`src/shared/timer_map_map.vh`:
```
/*
 * register map, field positions, reset values and timing counts of the
 * dual timer/counter with external interrupt flags.
 * assumes: included by bare name from the rtl files; definitions only.
 */
`ifndef TIMER_MAP_MAP_VH
`define TIMER_MAP_MAP_VH

// ****************************************
// register bus
// ****************************************
`define ADDR_W 3
`define DATA_W 8
`define A_TCS 3'h0
`define A_MODE_REG 3'h1
`define A_TL0 3'h2
`define A_TH0 3'h3
`define A_TL1 3'h4
`define A_TH1 3'h5
`define A_IRQ_STAT 3'h6
`define A_IRQ_MASK 3'h7
`define RDATA_IDLE 8'h00

// ****************************************
// reset values
// ****************************************
`define TCS_RST 8'h00
`define MODE_REG_RST 8'h00
`define CNT_RST 8'h00
`define IRQ_RST 4'h0
`define SYNC_IDLE 2'h3

// ****************************************
// timer_control_status fields (channel 0; channel 1 is +TCS_STRIDE)
// ****************************************
`define TCS_STRIDE 2
`define TCS_OVF 5
`define TCS_RUN 4
`define TCS_EDGE_FLAG 1
`define TCS_TYPE 0

// ****************************************
// timer_mode_register fields (channel 0 low nibble, channel 1 high)
// ****************************************
`define MODE_STRIDE 4
`define MODE_GATE 3
`define MODE_CSEL 2
`define MODE_CODE_HI 1
`define MODE_CODE_LO 0

// ****************************************
// mode codes
// ****************************************
`define MODE_13 2'h0
`define MODE_16 2'h1
`define MODE_8R 2'h2
`define M13_LOW_W 5
`define M13_ZERO 3'h0

// ****************************************
// interrupt status / mask / request layout
// ****************************************
`define IRQ_W 4
`define IS_EXT0 0
`define IS_OVF 1
`define IS_STRIDE 2

// ****************************************
// timing: one machine cycle is 12 processor clocks
// ****************************************
`define MC_CLKS 12
`define MC_CNT_W 4
`define MC_LAST 4'hb
`define MC_ZERO 4'h0
`define MC_ONE 4'h1

`endif

```
`src/rtl/timer_unit.v`:
```
/*
 * one timer/counter: low and high count bytes, the three counting modes
 * and the overflow pulse.
 * assumes: inc_i is a one-cycle pulse on clk_i; byte writes come from the
 * register slave on the same clock.
 */
`timescale 1ns/1ps
`default_nettype none
`include "timer_map_map.vh"

module timer_unit (
	// clock and reset
	input wire clk_i,
	input wire rst_b_i,
	// counting
	input wire inc_i,
	input wire [1:0] mode_i,
	// software access to the count bytes
	input wire low_we_i,
	input wire high_we_i,
	input wire [7:0] wdata_i,
	// state
	output reg [7:0] low_o,
	output reg [7:0] high_o,
	output wire ovf_o
);

	reg [7:0] next_low;
	reg [7:0] next_high;
	wire all13;
	wire all16;
	wire all8;
	reg wrap;

	// wrap detection per mode, all ones about to wrap to zero (or to the reload byte in 8-bit reload mode)
	assign all13 = &{high_o, low_o[`M13_LOW_W-1:0]};
	assign all16 = &{high_o, low_o};
	assign all8 = &low_o;

	always @* begin
		case (mode_i)
			`MODE_13: wrap = all13;
			`MODE_16: wrap = all16;
			`MODE_8R: wrap = all8;
			default: wrap = 1'b0;
		endcase
	end

	// overflow pulses in the cycle the count wraps
	assign ovf_o = inc_i & wrap;

	// next count; a software byte write wins over an increment
	always @* begin
		next_low = low_o;
		next_high = high_o;
		if (inc_i) begin
			case (mode_i)
				`MODE_13: begin
					{next_high, next_low[`M13_LOW_W-1:0]} =
						{high_o, low_o[`M13_LOW_W-1:0]} + 13'h0001;
				end
				`MODE_16: begin
					{next_high, next_low} = {high_o, low_o} + 16'h0001;
				end
				`MODE_8R: begin
					next_low = all8 ? high_o : low_o + 8'h01;
				end
				default: begin
					next_low = low_o; // mode 3 holds the count
				end
			endcase
		end
		if (low_we_i) begin
			next_low = wdata_i;
		end
		if (high_we_i) begin
			next_high = wdata_i;
		end
		if (mode_i == `MODE_13) begin
			next_low[7:`M13_LOW_W] = `M13_ZERO;
		end
	end

	// count bytes
	always @(posedge clk_i or negedge rst_b_i) begin
		if (!rst_b_i) begin
			low_o <= `CNT_RST;
			high_o <= `CNT_RST;
		end else begin
			low_o <= next_low;
			high_o <= next_high;
		end
	end

endmodule
`default_nettype wire

```
`src/rtl/dual_timer_counter_ext_int.v`:
```
/*
 * two timer/counters with a shared control/status register, a mode
 * register, external interrupt edge/level flags, a sticky interrupt
 * status register with mask, and a plain register port.
 * assumes: one 20 MHz processor clock; pins are asynchronous and are
 * synchronised here; service acknowledge pulses come from the interrupt
 * controller on the same clock.
 */
// Added by the designer: the address map and the strobed register port.
`timescale 1ns/1ps
`default_nettype none
`include "timer_map_map.vh"

module dual_timer_counter_ext_int (
	// clock and reset
	input wire clk_i,
	input wire rst_b_i,
	// register port
	input wire [`ADDR_W-1:0] addr_i,
	input wire [`DATA_W-1:0] wdata_i,
	input wire wr_i,
	input wire rd_i,
	output reg [`DATA_W-1:0] rdata_o,
	// pins
	input wire count_input_a_i,
	input wire count_input_b_i,
	input wire ext_irq_pin_a_i,
	input wire ext_irq_pin_b_i,
	// interrupt controller
	input wire [`IRQ_W-1:0] service_ack_i,
	output wire [`IRQ_W-1:0] irq_req_o,
	output wire irq_o
);

	// ****************************************
	// declarations
	// ****************************************
	reg [7:0] timer_control_status;
	reg [7:0] timer_mode_register;
	reg [`IRQ_W-1:0] irq_status;
	reg [`IRQ_W-1:0] irq_mask;
	reg [7:0] next_tcs;
	reg [`IRQ_W-1:0] next_status;
	reg [`MC_CNT_W-1:0] mc_cnt;
	reg [1:0] cnt_s1;
	reg [1:0] cnt_s2;
	reg [1:0] cnt_smp;
	reg [1:0] ext_s1;
	reg [1:0] ext_s2;
	reg [1:0] ext_smp;
	wire mc_tick;
	wire [1:0] cnt_pin;
	wire [1:0] ext_pin;
	wire [1:0] cnt_fall;
	wire [1:0] ext_fall;
	wire [1:0] inc;
	wire [1:0] ovf;
	wire [1:0] ext_set;
	wire [1:0] edge_mode;
	wire [7:0] cnt_low [0:1];
	wire [7:0] cnt_high [0:1];
	wire [`IRQ_W-1:0] events;
	wire tcs_we;
	integer k;

	assign cnt_pin = {count_input_b_i, count_input_a_i};
	assign ext_pin = {ext_irq_pin_b_i, ext_irq_pin_a_i};
	assign tcs_we = wr_i & (addr_i == `A_TCS);

	// ****************************************
	// machine cycle prescaler
	// ****************************************

	// one tick every 12 processor clocks
	always @(posedge clk_i or negedge rst_b_i) begin
		if (!rst_b_i) begin
			mc_cnt <= `MC_ZERO;
		end else if (mc_tick) begin
			mc_cnt <= `MC_ZERO;
		end else begin
			mc_cnt <= mc_cnt + `MC_ONE;
		end
	end

	assign mc_tick = (mc_cnt == `MC_LAST);

	// ****************************************
	// pin synchronisers and machine-cycle sampling
	// ****************************************

	// two flops per pin before any logic looks at it
	always @(posedge clk_i or negedge rst_b_i) begin
		if (!rst_b_i) begin
			cnt_s1 <= `SYNC_IDLE;
			cnt_s2 <= `SYNC_IDLE;
			ext_s1 <= `SYNC_IDLE;
			ext_s2 <= `SYNC_IDLE;
		end else begin
			cnt_s1 <= cnt_pin;
			cnt_s2 <= cnt_s1;
			ext_s1 <= ext_pin;
			ext_s2 <= ext_s1;
		end
	end

	// levels held from the previous machine cycle
	always @(posedge clk_i or negedge rst_b_i) begin
		if (!rst_b_i) begin
			cnt_smp <= `SYNC_IDLE;
			ext_smp <= `SYNC_IDLE;
		end else if (mc_tick) begin
			cnt_smp <= cnt_s2;
			ext_smp <= ext_s2;
		end
	end

	// ****************************************
	// per-timer counting logic
	// ****************************************
	genvar i;
	generate
		for (i = 0; i < 2; i = i + 1) begin : chan
			wire [3:0] tm;
			wire gate_ok;
			wire use_pin;
			wire run;
			wire [`ADDR_W-1:0] a_lo;
			wire [`ADDR_W-1:0] a_hi;

			assign tm = timer_mode_register[`MODE_STRIDE*i +: `MODE_STRIDE];
			assign a_lo = (i == 0) ? `A_TL0 : `A_TL1;
			assign a_hi = (i == 0) ? `A_TH0 : `A_TH1;

			// high in one sample, low in the next: a 1-to-0 event
			assign cnt_fall[i] = mc_tick & cnt_smp[i] & ~cnt_s2[i];
			assign ext_fall[i] = mc_tick & ext_smp[i] & ~ext_s2[i];

			// gate lets the timer run only while its interrupt pin is high
			assign gate_ok = ~tm[`MODE_GATE] | ext_s2[i];
			// counter operation, or gated operation, counts pin edges
			assign use_pin = tm[`MODE_CSEL] | tm[`MODE_GATE];
			assign run = timer_control_status[`TCS_RUN + `TCS_STRIDE*i];
			assign inc[i] = run & gate_ok & (use_pin ? cnt_fall[i] : mc_tick);

			// edge flag mode per channel
			assign edge_mode[i] = timer_control_status[`TCS_TYPE + `TCS_STRIDE*i];
			// edge mode requests on a fall, level mode while the pin is low
			assign ext_set[i] = edge_mode[i] ? ext_fall[i] : ~ext_s2[i];

			timer_unit u_timer (
				.clk_i(clk_i),
				.rst_b_i(rst_b_i),
				.inc_i(inc[i]),
				.mode_i(tm[`MODE_CODE_HI:`MODE_CODE_LO]),
				.low_we_i(wr_i & (addr_i == a_lo)),
				.high_we_i(wr_i & (addr_i == a_hi)),
				.wdata_i(wdata_i),
				.low_o(cnt_low[i]),
				.high_o(cnt_high[i]),
				.ovf_o(ovf[i])
			);
		end
	endgenerate

	// ****************************************
	// timer_control_status register
	// ****************************************

	// software write, then service clears, then hardware sets win
	always @* begin
		next_tcs = timer_control_status;
		if (tcs_we) begin
			next_tcs = wdata_i;
		end
		for (k = 0; k < 2; k = k + 1) begin
			if (service_ack_i[`IS_OVF + `IS_STRIDE*k]) begin
				next_tcs[`TCS_OVF + `TCS_STRIDE*k] = 1'b0;
			end
			if (ovf[k]) begin
				next_tcs[`TCS_OVF + `TCS_STRIDE*k] = 1'b1;
			end
			if (edge_mode[k]) begin
				if (service_ack_i[`IS_EXT0 + `IS_STRIDE*k]) begin
					next_tcs[`TCS_EDGE_FLAG + `TCS_STRIDE*k] = 1'b0;
				end
				if (ext_fall[k]) begin
					next_tcs[`TCS_EDGE_FLAG + `TCS_STRIDE*k] = 1'b1;
				end
			end else begin
				next_tcs[`TCS_EDGE_FLAG + `TCS_STRIDE*k] = ~ext_s2[k];
			end
		end
	end

	always @(posedge clk_i or negedge rst_b_i) begin
		if (!rst_b_i) begin
			timer_control_status <= `TCS_RST;
		end else begin
			timer_control_status <= next_tcs;
		end
	end

	// ****************************************
	// timer_mode_register
	// ****************************************

	// plain software register
	always @(posedge clk_i or negedge rst_b_i) begin
		if (!rst_b_i) begin
			timer_mode_register <= `MODE_REG_RST;
		end else if (wr_i && (addr_i == `A_MODE_REG)) begin
			timer_mode_register <= wdata_i;
		end
	end

	// ****************************************
	// sticky interrupt status and mask
	// ****************************************

	// events in request order: ext a, timer 0, ext b, timer 1
	assign events = {ovf[1], ext_set[1], ovf[0], ext_set[0]};

	// write one to clear; an event in the same cycle wins
	always @* begin
		next_status = irq_status;
		if (wr_i && (addr_i == `A_IRQ_STAT)) begin
			next_status = irq_status & ~wdata_i[`IRQ_W-1:0];
		end
		next_status = next_status | events;
	end

	always @(posedge clk_i or negedge rst_b_i) begin
		if (!rst_b_i) begin
			irq_status <= `IRQ_RST;
			irq_mask <= `IRQ_RST;
		end else begin
			irq_status <= next_status;
			if (wr_i && (addr_i == `A_IRQ_MASK)) begin
				irq_mask <= wdata_i[`IRQ_W-1:0];
			end
		end
	end

	// level interrupt while any unmasked status bit is set
	assign irq_o = |(irq_status & irq_mask);

	// raw flag requests to the interrupt controller
	assign irq_req_o = {
		timer_control_status[`TCS_OVF + `TCS_STRIDE],
		timer_control_status[`TCS_EDGE_FLAG + `TCS_STRIDE],
		timer_control_status[`TCS_OVF],
		timer_control_status[`TCS_EDGE_FLAG]
	};

	// ****************************************
	// read port
	// ****************************************

	// read data stand for one cycle after the strobe, zero otherwise
	always @(posedge clk_i or negedge rst_b_i) begin
		if (!rst_b_i) begin
			rdata_o <= `RDATA_IDLE;
		end else if (rd_i) begin
			case (addr_i)
				`A_TCS: rdata_o <= timer_control_status;
				`A_MODE_REG: rdata_o <= timer_mode_register;
				`A_TL0: rdata_o <= cnt_low[0];
				`A_TH0: rdata_o <= cnt_high[0];
				`A_TL1: rdata_o <= cnt_low[1];
				`A_TH1: rdata_o <= cnt_high[1];
				`A_IRQ_STAT: rdata_o <= {{(`DATA_W-`IRQ_W){1'b0}}, irq_status};
				`A_IRQ_MASK: rdata_o <= {{(`DATA_W-`IRQ_W){1'b0}}, irq_mask};
				default: rdata_o <= `RDATA_IDLE;
			endcase
		end else begin
			rdata_o <= `RDATA_IDLE;
		end
	end

endmodule
`default_nettype wire

```
`config.mk`:
```
export PLATFORM = sky130hd
export DESIGN_NAME = dual_timer_counter_ext_int
export DESIGN_NICKNAME = d
export VERILOG_FILES = /design/src/rtl/timer_unit.v /design/src/rtl/dual_timer_counter_ext_int.v
export VERILOG_INCLUDE_DIRS = /design/src /design/src/shared
export SDC_FILE = /design/constraint.sdc
export NUM_CORES = 1
export LEC_CHECK = 0
export ABC_AREA = 1
export ABC_CLOCK_PERIOD_IN_PS = 3590
export BUFFER_PORTS_ARGS = -buffer_cell sky130_fd_sc_hd__buf_2
export CORE_MARGIN = 5
export CORE_UTILIZATION = 40
export DETAILED_ROUTE_END_ITERATION = 16
export GPL_TIMING_DRIVEN = 0
export HOLD_SLACK_MARGIN = 0.03
export PLACE_DENSITY = 0.69
export SLEW_MARGIN = 5
export SYNTH_ARGS = -nofsm -noshare
export SYNTH_HDL_FRONTEND = slang
export SYNTH_SLANG_ARGS = --single-unit
```
`constraint.sdc`:
```
create_clock -name clk_i -period 3.59 [get_ports clk_i]
set_input_delay 0.718 -clock clk_i [delete_from_list [all_inputs] [get_ports clk_i]]
set_output_delay 0.718 -clock clk_i [all_outputs]
set_load 0.01 [all_outputs]
```
== Word level (Yosys, flattened, before mapping) ==
Index checks and enable logic that the tools add are counted.

* Equal/unequal tests: 14
* $add $sub $neg: 7
* Bitwise logic cells: 33
* Reduce and logical (&&, ||, !) cells: 31
* Muxes and demuxes: 39

{| class="wikitable"
|+ Operator list
! operator !! count
|-
| 2-to-1 mux 8 bit || 12
|-
| one-hot mux 8 bit (8 select lines) || 1
|-
| adder 16 x 1 -> 16 bit (second input constant) || 2
|-
| one-hot mux 8 bit (2 select lines) || 2
|-
| AND reduction 16 bit || 2
|-
| one-hot mux 5 bit (3 select lines) || 2
|-
| adder 13 x 1 -> 13 bit (second input constant) || 2
|-
| AND reduction 13 bit || 2
|-
| AND 1 bit || 19
|-
| nonzero test 3 bit || 6
|-
| adder 8 x 1 -> 8 bit (second input constant) || 2
|-
| AND reduction 8 bit || 2
|-
| 2-to-1 mux 1 bit || 14
|-
| == test 3 bit (second input constant) || 4
|-
| one-hot mux 3 bit (2 select lines) || 2
|-
| AND reduction 2 bit || 6
|-
| AND 4 bit || 2
|-
| 2-to-1 mux 4 bit || 2
|-
| inequality test 4 x 2 -> 1 bit (second input constant) || 2
|-
| nonzero test 2 bit || 4
|-
| nonzero test 4 bit || 2
|-
| == test 3 x 2 -> 1 bit (second input constant) || 2
|-
| 2-to-1 mux 3 bit || 2
|-
| inverter 1 bit || 6
|-
| 13 further kinds || 22
|}

* Register bits: 80
* Word-level logic and storage cells: 146
* Output and inout bits: 13
* Input bits: 23

== Longest topological paths before layout ==
* Depth after elaboration: 8
* Gate-level depth with buffers: 11
* Mapped depth without buffers: 11

== Modules after synthesis ==
From an unflattened synthesis, not the netlist that was laid out.

* Cell total of the unflattened synthesis: 776
* Area, all modules: 5429.0 um^2

{| class="wikitable"
|+ Modules (own cells, without submodules)
! module !! times used !! area an instance (um^2) !! cells an instance !! sequential area each (um^2)
|-
| timer_unit || 2 || 1470.2 || 235 || 400.4
|-
| dual_timer_counter_ext_int || 1 || 2488.6 || 306 || 1216.2
|}

== Least setup slack after synthesis ==
No wires, ideal clock.

* Path kind: input port to flip-flop
* Start: input port addr_i[2]
* End: register chan[0].u_timer.high_o[3]
* Data arrival time: 1.716 ns
* Path buffers: 1
* Required time: 3.466 ns
* Path slack: 1.749 ns
* Setup time: 0.124 ns
* Stages on the path: 9
* Path through: buf_2 > inv_1 > nand3_2 > nor2_4 > inv_1 > nand2_2 > inv_1 > nand2_1 > nand3_1

* Cells in the longest elaborated chain, start to end: 4
* Elaborated cells on any way between the ends: 6
* Those cells by class: eq/ne (1); mux (1); bitwise (1); reduce/logical (3)

{| class="wikitable"
|+ Ends and longest elaborated chain
! what !! line !! text
|-
| start, declared || dual_timer_counter_ext_int.v:19 || <nowiki>input wire [`ADDR_W-1:0] addr_i,</nowiki>
|-
| == test 3 x 2 -> 1 bit * || dual_timer_counter_ext_int.v:156 || <nowiki>.high_we_i(wr_i & (addr_i == a_hi)),</nowiki>
|-
| AND 1 bit * || dual_timer_counter_ext_int.v:156 ||
|-
| nonzero test 3 bit (no source line) / nonzero test 2 bit (equally long branches) || - ||
|-
| AND reduction 2 bit (no source line) || - ||
|-
| end signal, assigned || timer_unit.v:88 || <nowiki>high_o <= `CNT_RST;</nowiki>
|-
| end signal, assigned || timer_unit.v:91 || <nowiki>high_o <= next_high;</nowiki>
|-
| end, declared || timer_unit.v:24 || <nowiki>output reg [7:0] high_o,</nowiki>
|}

Mark *: on every way between the ends. The rest lies on a longest branch, timed or not.
A chain may end at the register's enable or synchronous reset.

== Worst setup path after layout ==
* Start: register timer_mode_register[5]
* End: register chan[1].u_timer.high_o[4]

* Cells in the longest elaborated chain, start to end: 4
* Elaborated cells on any way between the ends: 7
* Those cells by class: eq/ne (1); mux (3); reduce/logical (3)

{| class="wikitable"
|+ Ends and longest elaborated chain
! what !! line !! text
|-
| start, declared || dual_timer_counter_ext_int.v:39 || <nowiki>reg [7:0] timer_mode_register;</nowiki>
|-
| start signal, assigned || dual_timer_counter_ext_int.v:210 || <nowiki>timer_mode_register <= `MODE_REG_RST;</nowiki>
|-
| start signal, assigned || dual_timer_counter_ext_int.v:212 || <nowiki>timer_mode_register <= wdata_i;</nowiki>
|-
| == test 2 x 1 -> 1 bit / logical NOT 2 bit (equally long branches) || timer_unit.v:57 || <nowiki>case (mode_i)</nowiki>
|-
| one-hot mux 8 bit (2 select lines) || timer_unit.v:57 ||
|-
| 2-to-1 mux 8 bit || timer_unit.v:56 || <nowiki>if (inc_i) begin</nowiki>
|-
| 2-to-1 mux 8 bit || timer_unit.v:76 || <nowiki>if (high_we_i) begin</nowiki>
|-
| end signal, assigned || timer_unit.v:88 ||
|-
| end signal, assigned || timer_unit.v:91 ||
|-
| end, declared || timer_unit.v:24 ||
|}

Parallel ways exist; a longest one is shown, timed or not. The select of a mux whose other input is x is not followed.

==> impl_metrics.json <==
{
  "postRouteAntennaNets": 0,
  "fin_nets": 861,
  "cts-root-buf": "clkbuf_16",
  "hold_class": "in -> async",
  "final_core_util": 0.460,
  "skew_ps": 7.32,
  "r2r_start": "timer_mode_register[5]",
  "rsz0062_at_grt": "false",
  "htreeDepth": 3,
  "fin_setup_tns_ps": 0,
  "crit_family": "simple AND/OR/NAND/NOR gates",
  "grt_pass1_wl_um": 25900,
  "cts_made_buffers": 9,
  "dpl_cell_area_um2": 5710,
  "area_growth_pct": 13.8,
  "slowest_delay_ps": 480,
  "ios": 36,
  "crit_buf_inv": 3,
  "vdd_drop_max_mv": 0.391,
  "finalMaxSlewViolations": 0,
  "rows": 42,
  "combinationalPowerShare": 0.285,
  "internal-power_w": 0.00193,
  "drt_iter0_drc": 496,
  "clockBufferDepth": 2,
  "path_clk_slew_ps": 70,
  "dp_hpwl_um": 12000,
  "tritoncts": "yes",
  "power_frac_seq": 0.410,
  "tightestPinTransition_ps": 559,
  "clock-sinks": 80,
  "routabilityCongestion": 0.930,
  "grt_pass1_vias": 4941,
  "die_area_um2": 15600,
  "yosysWarningCount": 0,
  "power.density_nw_per_um2": 528,
  "fin_crit_sh": 0.581,
  "clk_latency_ps": 350,
  "post_cts.repair.setup_buffers": 0,
  "maxCapViolCount": 0,
  "io_buffers": 34,
  "routedWlPerCell_um": 15.8,
  "vias": 5319,
  "coreArea_um2": 13100,
  "yosysSeqAreaShare": 0.381,
  "crit_arrival_ps": 2380,
  "grt_start_max_net_pins": 46,
  "clkPwrFrac": 0.305,
  "synth_cell_types": 32,
  "setup_viol": 0,
  "hold_buffers": 0,
  "grt_use_total": 0.206,
  "cp-end-kind": "register",
  "regArea_um2": 2020,
  "fillCellCount": 1339,
  "p_leak_nw": 3.04,
  "start_util": 0.404,
  "rrSetupSlack_ps": 1500,
  "diodes": 0,
  "synth.largest_area_cell": "dfrtp_1",
  "outcome": "finished, final reports clean",
  "firstDrtPassIters": 5,
  "final_layout_size_suffix_gt1_frac": 0.114,
  "routed_wl_um": 15900,
  "slew_headroom": 0.626,
  "postSynthAreaPerCell_um2": 6.79,
  "dieWidth_um": 125,
  "power_switching_w": 0.00125,
  "synthTopCellsByArea": "dfrtp_1 32%, nand2_1 17%, o21ai_0 7.5%",
  "startpoint_type": "register",
  "multiInputGateArea_um2": 2800,
  "crit_path_cell_trace": "inv_1, ha_1, nor2_1, inv_1, nand4_1, nor2_1, nand2_1, inv_1, nand2_1, nand2_1",
  "synth_top_area_frac": 0.322,
  "vias_per_cell": 5.29,
  "post-route-min-period_ps": 2090,
  "rr_worst_depth": 10,
  "clock.fmax_mhz": 479,
  "grt_overflow": 0,
  "rr_endpoint": "chan[1].u_timer.high_o[4]",
  "hold_viol": 0,
  "drc": 0,
  "synth_area_um2": 5290,
  "die_h_um": 125,
  "cp_max_fo": 8,
  "slowest_stage": "nor2_1",
  "antenna_found_initial": 0,
  "critPathKind": "reg -> reg",
  "final_area_um2": 6020,
  "swShare": 0.393,
  "synth_nets": 815,
  "cp_data_required_time_ps": 3880,
  "ys_ff_latch": 80,
  "syn_inst": 779,
  "cts_resized": 0
}
==> layer usage <==
metal / global-route usage / wire length [µm]
met5: 0 / 0
met4: 0.0804 / 473
met1: 0.287 / 7110
met2: 0.323 / 7350
met3: 0.0354 / 1010
==> Yosys cell counts, drive strengths merged <==
cell type / instances
nand2: 248
inv: 105
nor2: 85
o21ai: 82
nand3: 72
dfrtp: 68
nand4: 27
a21oi: 18
ha: 13
dfstp: 12
o22ai: 11
buf: 8
nor3: 6
xor2: 5
o21bai: 4
xnor2: 3
a21boi: 2
a31oi: 2
clkbuf: 2
nor3b: 2
o211ai: 2
clkinv: 1
or2: 1
==> flip-flops by register name (all words and copies together), names as in the netlist, 4 cells and up <==
name,flops
rdata_o,8
irq_status,4
mc_cnt,4
chan.u_timer.low_o,16
irq_mask,4
timer_control_status,8
chan.u_timer.high_o,16
timer_mode_register,8
==> logic make-up (layout without fill, tap and decap cells) <==
family / count (synthesis) / after routing / synth area share
AOI/OAI and AO/OA: 121 / 121 / 0.121
xor gates and xnor gates: 8 / 8 / 0.0133
adders and majority gates: 13 / 13 / 0.0308
buffers and inverters: 116 / 167 / 0.0885
DFF: 80 / 80 / 0.381
and+or+nand+nor: 441 / 441 / 0.365
==> power groups by stage <==
stage	clock network, W	logic, W	registers [W]
floorplan	0	0.000643	0.00123
global placement	0	0.000876	0.00131
detailed placement	0	0.000888	0.00130
CTS	0.000984	0.000897	0.00129
global route	0.00103	0.00103	0.00132
finish	0.000969	0.000905	0.00130
==> through the flow <==
| stage | hold WS, ps | worst slack, ps | power [W] | cells |
|---|---|---|---|---|
| 2_1_floorplan | 345 | 1750 | 0.00187 | 779 |
| 3_3_place_gp | 346 | 1170 | 0.00218 | 989 |
| 3_5_place_dp | 347 | 1330 | 0.00219 | 990 |
| 4_1_cts | 344 | 1520 | 0.00317 | 1006 |
| 5_1_grt | 358 | 1270 | 0.00339 | 1006 |
| 6_report | 329 | 1500 | 0.00318 | 1006 |
==> worst max-delay path by stage <==
| stage | start | to | cells after the start |
|---|---|---|---|
| CTS | irq_mask[2] | irq_o | 5 |
| global placement | rst_b_i | chan[1].u_timer.high_o[6] | 1 |
| finish | timer_mode_register[5] | chan[1].u_timer.high_o[4] | 10 |
| global route | timer_mode_register[5] | chan[1].u_timer.high_o[4] | 10 |
| floorplan | addr_i[2] | chan[0].u_timer.high_o[3] | 9 |
| detailed placement | addr_i[1] | timer_control_status[6] | 8 |
==> placed cells by master, fill, tap and decap left out, drive strengths merged <==
cell type | synthesis | routed
nand2 | 248 | 248
inv | 105 | 109
nor2 | 85 | 85
o21ai | 82 | 82
nand3 | 72 | 72
dfrtp | 68 | 68
buf | 8 | 43
nand4 | 27 | 27
a21oi | 18 | 18
ha | 13 | 13
dfstp | 12 | 12
o22ai | 11 | 11
clkbuf | 2 | 11
nor3 | 6 | 6
xor2 | 5 | 5
o21bai | 4 | 4
xnor2 | 3 | 3
a31oi | 2 | 2
nor3b | 2 | 2
a21boi | 2 | 2
o211ai | 2 | 2
clkinvlp | 0 | 2
clkinv | 1 | 1
or2 | 1 | 1
bufinv | 0 | 1
==> area by class of cell <==
type	instances	area share
multi-input combinational	583	0.466
sequential	80	0.335
inverter	106	0.0661
clock buffer	9	0.0374
tap	176	0.0366
timing repair buffer	35	0.0333
clock inverter	7	0.0141
buffer	10	0.0116
Power figures use the tool's default switching activity.
